==> src/shared/rrs_pkg.sv <==
// Package for the regulator reset sequencer: timing figures and state codes.
// Assumes a 40 MHz reference clock that runs whenever the device is powered.
package rrs_pkg;
    localparam int unsigned CLOCK_HZ         = 40000000;
    // Longest power-on hold and host settling figures, in milliseconds
    localparam int unsigned POR_HOLD_MS      = 110;
    localparam int unsigned ACCESS_WAIT_MS   = 150;
    localparam int unsigned DISCHARGE_MS     = 10;
    // Pin synchroniser and output register add this many cycles to the hold
    localparam int unsigned SYNC_LATENCY     = 5;
    // Longest time rounds down, least time rounds up; the hold gives up the latency
    localparam longint unsigned POR_HOLD_CYCLES    = (64'(CLOCK_HZ) * POR_HOLD_MS) / 1000 - SYNC_LATENCY;
    localparam longint unsigned ACCESS_WAIT_CYCLES = (64'(CLOCK_HZ) * ACCESS_WAIT_MS + 999) / 1000;
    localparam longint unsigned DISCHARGE_CYCLES   = (64'(CLOCK_HZ) * DISCHARGE_MS + 999) / 1000;
    localparam int unsigned COUNT_WIDTH      = 32;
    localparam logic [2:0] SYNC_RESET        = 3'h0;

    typedef enum logic [1:0] {
        RRS_WAIT_SUPPLY = 2'h0,
        RRS_POR_HOLD    = 2'h1,
        RRS_RUN         = 2'h2
    } rrs_state_t;
endpackage : rrs_pkg

==> src/rtl/rrs_pin_sync.sv <==
// Three-stage synchroniser with agreement filter for one asynchronous pin.
// Assumes the pin is a slow level; the output moves once stages one and two agree.
`timescale 1ns/1ps
module rrs_pin_sync (
    // Clock and reset
    input  wire logic clock,
    input  wire logic reset,
    // Pin and filtered level
    input  wire logic pin,
    output logic      level
);
    import rrs_pkg::*;

    logic [2:0] stage_reg;
    logic       level_reg;
    wire        agree = (stage_reg[1] == stage_reg[2]);

    always_ff @(posedge clock) begin
        if (reset) begin
            stage_reg <= SYNC_RESET;
            level_reg <= 1'b0;
        end else begin
            // Stage zero is read only by stage one
            stage_reg <= {stage_reg[1:0], pin};
            if (agree) begin
                level_reg <= stage_reg[2];
            end
        end
    end

    assign level = level_reg;
endmodule : rrs_pin_sync

==> src/rtl/rrs_sequencer.sv <==
// Regulator and reset sequencer for a combined LAN and short-range-radio device.
// Assumes the host drives both power requests as slow levels and that the
// supply-valid indications come from analogue comparators, all asynchronous.
// Summary of operation
// - LAN request high: regulators on, LAN released once the power-on hold ends
// - LAN request low: LAN section held reset
// - Regulator enable is OR of requests
// - Radio request low: radio section held reset
// - Power-on reset releases within 110 ms
// - Longer host delays are always tolerated
`timescale 1ns/1ps
module rrs_sequencer #(
    parameter longint unsigned POR_CYCLES = rrs_pkg::POR_HOLD_CYCLES
) (
    // Clock and reset
    input  wire logic clock,
    input  wire logic reset,
    // Host power requests
    input  wire logic lan_power_request,
    input  wire logic radio_power_request,
    // Supply-valid indications
    input  wire logic core_supply_valid,
    input  wire logic io_supply_valid,
    // Regulator and section controls
    output logic      regulator_enable,
    output logic      power_on_reset,
    output logic      lan_reset,
    output logic      radio_reset
);
    import rrs_pkg::*;

    // The counter and the release bound must both fit the count width
    if (POR_CYCLES < 1 || POR_CYCLES > 64'hFFFFFFFF - SYNC_LATENCY) begin : g_por_range
        $error("POR_CYCLES out of range");
    end


    logic lan_req;
    logic radio_req;
    logic core_ok;
    logic io_ok;

    rrs_pin_sync u_sync_lan (.clock(clock), .reset(reset), .pin(lan_power_request), .level(lan_req));
    rrs_pin_sync u_sync_radio (.clock(clock), .reset(reset), .pin(radio_power_request), .level(radio_req));
    rrs_pin_sync u_sync_core (.clock(clock), .reset(reset), .pin(core_supply_valid), .level(core_ok));
    rrs_pin_sync u_sync_io (.clock(clock), .reset(reset), .pin(io_supply_valid), .level(io_ok));

    rrs_state_t             state_reg;
    rrs_state_t             state_next;
    logic [COUNT_WIDTH-1:0] count_reg;
    logic [COUNT_WIDTH-1:0] count_next;
    logic                   regulator_enable_reg;
    logic                   power_on_reset_reg;
    logic                   lan_reset_reg;
    logic                   radio_reset_reg;

    localparam logic [COUNT_WIDTH-1:0] POR_LAST = COUNT_WIDTH'(POR_CYCLES - 1);
    // Pin synchroniser and output register add a fixed latency to the hold
    localparam logic [COUNT_WIDTH-1:0] RELEASE_BOUND = COUNT_WIDTH'(POR_CYCLES + SYNC_LATENCY);

    // A section is held while the power-on hold runs or its own request is low
    function automatic logic section_hold(input logic por, input logic request);
        return por | ~request;
    endfunction : section_hold

    wire supplies_ok = core_ok & io_ok;
    wire hold_done   = (count_reg == POR_LAST);
    wire por_active  = (state_next != RRS_RUN);
    wire any_request = lan_req | radio_req;
    // Sections only leave reset once the power-on hold has ended
    wire lan_hold    = section_hold(por_active, lan_req);
    wire radio_hold  = section_hold(por_active, radio_req);

    always_comb begin
        state_next = state_reg;
        count_next = count_reg;
        unique case (state_reg)
            RRS_WAIT_SUPPLY: begin
                count_next = '0;
                if (supplies_ok) begin
                    state_next = RRS_POR_HOLD;
                end
            end
            RRS_POR_HOLD: begin
                // Counting the free-running reference clock bounds the hold
                if (!supplies_ok) begin
                    state_next = RRS_WAIT_SUPPLY;
                    count_next = '0;
                end else if (hold_done) begin
                    state_next = RRS_RUN;
                end else begin
                    count_next = count_reg + 1'b1;
                end
            end
            RRS_RUN: begin
                // No upper bound on idle time: any longer host delay is fine
                if (!supplies_ok) begin
                    state_next = RRS_WAIT_SUPPLY;
                end
            end
            default: begin
                state_next = RRS_WAIT_SUPPLY;
                count_next = '0;
            end
        endcase
    end

    always_ff @(posedge clock) begin
        if (reset) begin
            state_reg            <= RRS_WAIT_SUPPLY;
            count_reg            <= '0;
            regulator_enable_reg <= 1'b0;
            power_on_reset_reg   <= 1'b1;
            lan_reset_reg        <= 1'b1;
            radio_reset_reg      <= 1'b1;
        end else begin
            state_reg            <= state_next;
            count_reg            <= count_next;
            regulator_enable_reg <= any_request;
            power_on_reset_reg   <= por_active;
            lan_reset_reg        <= lan_hold;
            radio_reset_reg      <= radio_hold;
        end
    end

    assign regulator_enable = regulator_enable_reg;
    assign power_on_reset   = power_on_reset_reg;
    assign lan_reset        = lan_reset_reg;
    assign radio_reset      = radio_reset_reg;

    // Helper: cycles spent in the hold state
    logic [COUNT_WIDTH-1:0] hold_age_reg;
    always_ff @(posedge clock) begin
        if (reset || state_reg != RRS_POR_HOLD) begin
            hold_age_reg <= '0;
        end else begin
            hold_age_reg <= hold_age_reg + 1'b1;
        end
    end

    chk_lan_release: assert property (@(posedge clock) disable iff (reset)
        (lan_req && state_next == RRS_RUN) |=> !lan_reset)
        else $error("LAN section not released while requested");

    chk_lan_hold: assert property (@(posedge clock) disable iff (reset)
        !lan_req |=> lan_reset)
        else $error("LAN section out of reset without request");

    chk_regulator_or: assert property (@(posedge clock) disable iff (reset)
        ##1 (regulator_enable == ($past(lan_req) | $past(radio_req))))
        else $error("Regulator enable is not the OR of requests");

    chk_regulator_off: assert property (@(posedge clock) disable iff (reset)
        (!lan_req && !radio_req)[*2] |-> !regulator_enable)
        else $error("Regulators on with both requests low");

    chk_radio_hold: assert property (@(posedge clock) disable iff (reset)
        (lan_req && !radio_req) |=> radio_reset)
        else $error("Radio section out of reset without request");

    chk_hold_bound: assert property (@(posedge clock) disable iff (reset)
        state_reg == RRS_POR_HOLD |-> hold_age_reg < COUNT_WIDTH'(POR_CYCLES))
        else $error("Power-on hold too long");

    chk_por_release: assert property (@(posedge clock) disable iff (reset)
        $fell(power_on_reset) |-> $past(hold_age_reg) == POR_LAST)
        else $error("Power-on reset released at wrong count");

    chk_por_supply: assert property (@(posedge clock) disable iff (reset)
        !supplies_ok |=> power_on_reset && lan_reset && radio_reset)
        else $error("Reset released without valid supplies");

    chk_run_stays: assert property (@(posedge clock) disable iff (reset)
        (state_reg == RRS_RUN && supplies_ok) |=> state_reg == RRS_RUN)
        else $error("Left run state with supplies valid");

    chk_radio_release: assert property (@(posedge clock) disable iff (reset)
        (radio_req && state_next == RRS_RUN) |=> !radio_reset)
        else $error("Radio section not released while requested");

    chk_radio_low: assert property (@(posedge clock) disable iff (reset)
        !radio_req |=> radio_reset)
        else $error("Radio section out of reset with request low");

    chk_lan_regulator: assert property (@(posedge clock) disable iff (reset)
        lan_req |=> regulator_enable)
        else $error("Regulators off while LAN requested");

    chk_regulator_on: assert property (@(posedge clock) disable iff (reset)
        radio_req |=> regulator_enable)
        else $error("Regulators off while radio requested");

    chk_sections_por: assert property (@(posedge clock) disable iff (reset)
        power_on_reset |-> lan_reset && radio_reset)
        else $error("Section out of reset during power-on hold");

    chk_wait_por: assert property (@(posedge clock) disable iff (reset)
        state_reg == RRS_WAIT_SUPPLY |-> power_on_reset)
        else $error("Power-on reset low while waiting for supplies");

    chk_count_start: assert property (@(posedge clock) disable iff (reset)
        (state_reg == RRS_WAIT_SUPPLY && supplies_ok) |=> state_reg == RRS_POR_HOLD && count_reg == '0)
        else $error("Hold did not start from zero");

    chk_count_age: assert property (@(posedge clock) disable iff (reset)
        state_reg == RRS_POR_HOLD |-> count_reg == hold_age_reg)
        else $error("Hold count lost step with elapsed cycles");

    // Helper: cycles since both supply pins read valid, saturating at the release bound
    logic [COUNT_WIDTH-1:0] since_valid_reg;
    always_ff @(posedge clock) begin
        if (reset || !(core_supply_valid && io_supply_valid)) begin
            since_valid_reg <= '0;
        end else if (since_valid_reg != RELEASE_BOUND) begin
            since_valid_reg <= since_valid_reg + 1'b1;
        end
    end

    chk_release_bound: assert property (@(posedge clock) disable iff (reset)
        since_valid_reg == RELEASE_BOUND |-> !power_on_reset)
        else $error("Power-on reset held past the bound");
endmodule : rrs_sequencer

==> config.mk <==
export PLATFORM = sky130hd
export DESIGN_NAME = rrs_sequencer
export DESIGN_NICKNAME = d
export VERILOG_FILES = /design/src/shared/rrs_pkg.sv /design/src/rtl/rrs_pin_sync.sv /design/src/rtl/rrs_sequencer.sv
export SDC_FILE = /design/constraint.sdc
export NUM_CORES = 1
export LEC_CHECK = 0
export BUFFER_PORTS_ARGS = -buffer_cell sky130_fd_sc_hd__buf_2
export CAP_MARGIN = 20
export CORE_MARGIN = 2
export CORE_UTILIZATION = 60
export DETAILED_ROUTE_END_ITERATION = 10
export PLACE_DENSITY = 0.78
export SLEW_MARGIN = 10
export SYNTH_ARGS = -nofsm -noshare
export SYNTH_HDL_FRONTEND = slang
export SYNTH_HIERARCHICAL = 1
export SYNTH_SLANG_ARGS = --single-unit
==> constraint.sdc <==
create_clock -name clock -period 4 [get_ports clock]
set_input_delay 0.2 -clock clock [delete_from_list [all_inputs] [get_ports clock]]
set_output_delay 0.2 -clock clock [all_outputs]
set_load 0.01 [all_outputs]
==> impl_metrics.env <==
export IMPL_data_arrival_critical_path_ps=2620
export IMPL_slew_viol_final=0
export IMPL_max_slew_worst_pin_slew_ps=984
export IMPL_1st_pass_router_iterations=5
export IMPL_finalCritPeriodShare_pct=59.4
export IMPL_layout_commonest_cell="sky130_fd_sc_hd__dfxtp_1"
export IMPL_critical_path_slowest_cell="sky130_fd_sc_hd__o31ai_1"
export IMPL_max_clock_path_buffers=2
export IMPL_synth_cell_area_mm2=0.00265
export IMPL_postSynthAreaPerCell_um2=8.32
export IMPL_largest_net_degree_at_the_start_of_global_routing=33
export IMPL_cts_repair_resized=0
export IMPL_detail_route_antenna_nets=0
export IMPL_worstSetupStartpointType="register"
export IMPL_multiInputGateArea_mm2=0.00142
export IMPL_clock_transition_at_the_registers_of_the_reported_paths_ps=100
export IMPL_worst_ir_drop_on_vdd_v=0.000257
export IMPL_wire_length_of_the_first_global_routing_pass_um=10900
export IMPL_pre_cts_ws_ps=1730
export IMPL_netlist_instances=319
export IMPL_synth_edf_count=0
export IMPL_floorplan_core_area_mm2=0.00429
export IMPL_grt_total_usage_pct=27.3
export IMPL_synth_seq_area_share_pct=40.8
export IMPL_fin_ws_ps=1630
export IMPL_io_pins=10
export IMPL_largest_reg_flops=32
export IMPL_setup_worst_path_end_class="register"
export IMPL_cellLeakagePower_nw=0.861
export IMPL_async_flop_share_pct=0
export IMPL_mostFrequentLayoutCells="54 x sky130_fd_sc_hd__dfxtp_1, 25 x sky130_fd_sc_hd__nand2_1, 21 x sky130_fd_sc_hd__o21ai_0"
export IMPL_floorplan_initialDensity_pct=61.8
export IMPL_synth_net_count=327
export IMPL_synth_warnings=6
export IMPL_max_cap_violations=0
export IMPL_port_buffers=9
export IMPL_layout_nets=328
export IMPL_detail_route_wirelength_um=6350
export IMPL_crit_path_max_incr_delay_ps=850
export IMPL_routed_via_count=2533
export IMPL_first_global_vias=2232
export IMPL_root_buffer="sky130_fd_sc_hd__clkbuf_8"
export IMPL_ys_flop_type="sky130_fd_sc_hd__dfxtp_1"
export IMPL_die_w_um=70.5
export IMPL_cts_post_setup_buffers_inserted=0
export IMPL_worst_min_delay_path_class="input pin to register"
export IMPL_insertedDiodeCount=0
export IMPL_timing_clock_skew_ps=6.80
export IMPL_placement_rows=24
export IMPL_clk_insertion_delay_late_ps=310
export IMPL_hold_worst_slack_ps=88.5
export IMPL_achievable_frequency_ghz=0.421
export IMPL_numClockSinks=54
export IMPL_report_final_hold_viol_count=0
export IMPL_detail_route_drc_violations=0
export IMPL_final_area_mm2=0.00277
export IMPL_fin_setup_tns_ps=0
export IMPL_drt_initial_violations=330
export IMPL_globalRouteOverflowTotal=0
export IMPL_setup_viol=0
export IMPL_holdBufCountCts=0
export IMPL_ordered_cell_list_for_the_critical_path="ha_1 -> nor4b_1 -> nand3_1 -> o31ai_1 -> o21ai_0 -> a21oi_1"
export IMPL_period_minus_slack_ps=2370
export IMPL_tritoncts="yes"
export IMPL_timing_worst_setup_path_type="register to register"
export IMPL_n_fill_cell=367
export IMPL_synthToLayoutAreaGrowth_pct=4.58
export IMPL_power_dens_cells_mw_per_mm2=317
export IMPL_place_gp_congestion=0.900
export IMPL_wire_per_inst_um=17.0
export IMPL_yosys_register_bits=54
export IMPL_final_core_utilization_pct=64.6
export IMPL_die_height_um=70.5
export IMPL_ys_types=47
export IMPL_sequential_cell_area_mm2=0.00108
export IMPL_detailed_place_hpwl_um=4340
export IMPL_cts_inserted_buffers=5
export IMPL_drive_gt1_share_pct=8.41
export IMPL_rsz0062_at_grt="false"
export IMPL_timing_slew_headroom_pct=33.9
export IMPL_dpl_cell_area_mm2=0.00268
export IMPL_route_detailed_vias_per_inst=6.79
export IMPL_grt_antenna_before_repair=0
export IMPL_status="complete, no violations"
export IMPL_die_area_mm2=0.00497
export IMPL_crit_required_ps=4250
export IMPL_critical_path_max_fanout=8
export IMPL_htreeDepth=2
-- worst max-delay path: cells and delay by family (launching register included) --
kind            cells  cell delay (ps)
fa+ha+maj           1              200
compound gates      3             1240
simple gates        2              440
flops               1              430
-- cell usage after synthesis, types with 2 or more instances --
master	number	share of area, %
sky130_fd_sc_hd__o21ai_1	6	1.1
sky130_fd_sc_hd__buf_6	3	1.3
sky130_fd_sc_hd__dfxtp_1	54	41
sky130_fd_sc_hd__nand2b_1	3	0.71
sky130_fd_sc_hd__or3_1	8	1.9
sky130_fd_sc_hd__inv_1	11	1.6
sky130_fd_sc_hd__a21oi_1	20	3.8
sky130_fd_sc_hd__buf_2	3	0.57
sky130_fd_sc_hd__and3_1	6	1.4
sky130_fd_sc_hd__o21ai_0	21	4.0
sky130_fd_sc_hd__nor2_1	16	2.3
sky130_fd_sc_hd__nand2_1	25	3.5
sky130_fd_sc_hd__and4_1	6	2.0
sky130_fd_sc_hd__o211ai_1	5	1.4
sky130_fd_sc_hd__nor3_1	8	1.5
sky130_fd_sc_hd__ha_1	2	0.94
sky130_fd_sc_hd__nand4_2	2	0.94
sky130_fd_sc_hd__nand4_1	15	3.5
sky130_fd_sc_hd__a21o_1	2	0.57
sky130_fd_sc_hd__nor2b_1	13	3.1
sky130_fd_sc_hd__nor4_1	13	3.1
sky130_fd_sc_hd__clkbuf_1	9	1.3
sky130_fd_sc_hd__a31oi_1	11	2.6
sky130_fd_sc_hd__nor4b_1	5	1.7
sky130_fd_sc_hd__o31ai_1	3	0.85
sky130_fd_sc_hd__nand3_1	20	3.8
sky130_fd_sc_hd__or4_1	4	1.1
sky130_fd_sc_hd__o31a_1	6	2.0
-- final timing paths --
kind,start,endpoint,slack (ps),depth (start not counted)
setup reg to reg,count_reg[1]$_SDFFE_PP0P_,count_reg[9]$_SDFFE_PP0P_,1630,6
hold reg to reg,u_sync_lan/level$_SDFFE_PP0N_,lan_reset$_SDFF_PP1_,430,1
setup / recovery,count_reg[1]$_SDFFE_PP0P_,count_reg[9]$_SDFFE_PP0P_,1630,6
hold / removal,io_supply_valid,u_sync_io/stage_reg[0]$_SDFF_PP0_,90,2
-- through the flow --
step                      total power, W  std cells
after floorplan                 0.000563        319
after global placement          0.000568        365
final                           0.000878        373
after CTS                       0.000885        373
after detailed placement        0.000569        365
after global routing            0.000915        373
-- final cells by class --
type                            count  share of cell area, %
Multi-Input combinational cell    236                   51.2
Sequential cell                    54                   39.0
Clock buffer                        5                   2.48
Timing Repair Buffer               12                   2.44
Tap cell                           52                   2.35
Inverter                           11                   1.49
Clock inverter                      3                   1.04
-- metal layers --
metal / share of wire, % / GRT usage [%] / up-vias / wire length [µm]
li1: - / - / 1209 / -
met1: 45 / 39.3 / 1172 / 2860
met2: 44 / 40.4 / 131 / 2820
met3: 8.4 / 5.19 / 21 / 535
met4: 2.2 / 10.5 / 0 / 141
met5: 0 / 0 / - / 0
-- power by group --
part | internal (W) | switching (W)
Sequential | 0.000542 | 0.00000197
Combinational | 0.00000458 | 0.00000730
Clock | 0.000131 | 0.000191
Total | 0.000678 | 0.000200
-- kinds of logic after synthesis --
family,count (synthesis),share of synthesized area [%]
buf+inv,29,5.66
compound gates,85,20.4
mux,1,0.377
flops,54,40.8
simple gates,148,31.9
fa+ha+maj,2,0.943
(Power assumes the default switching activity.)
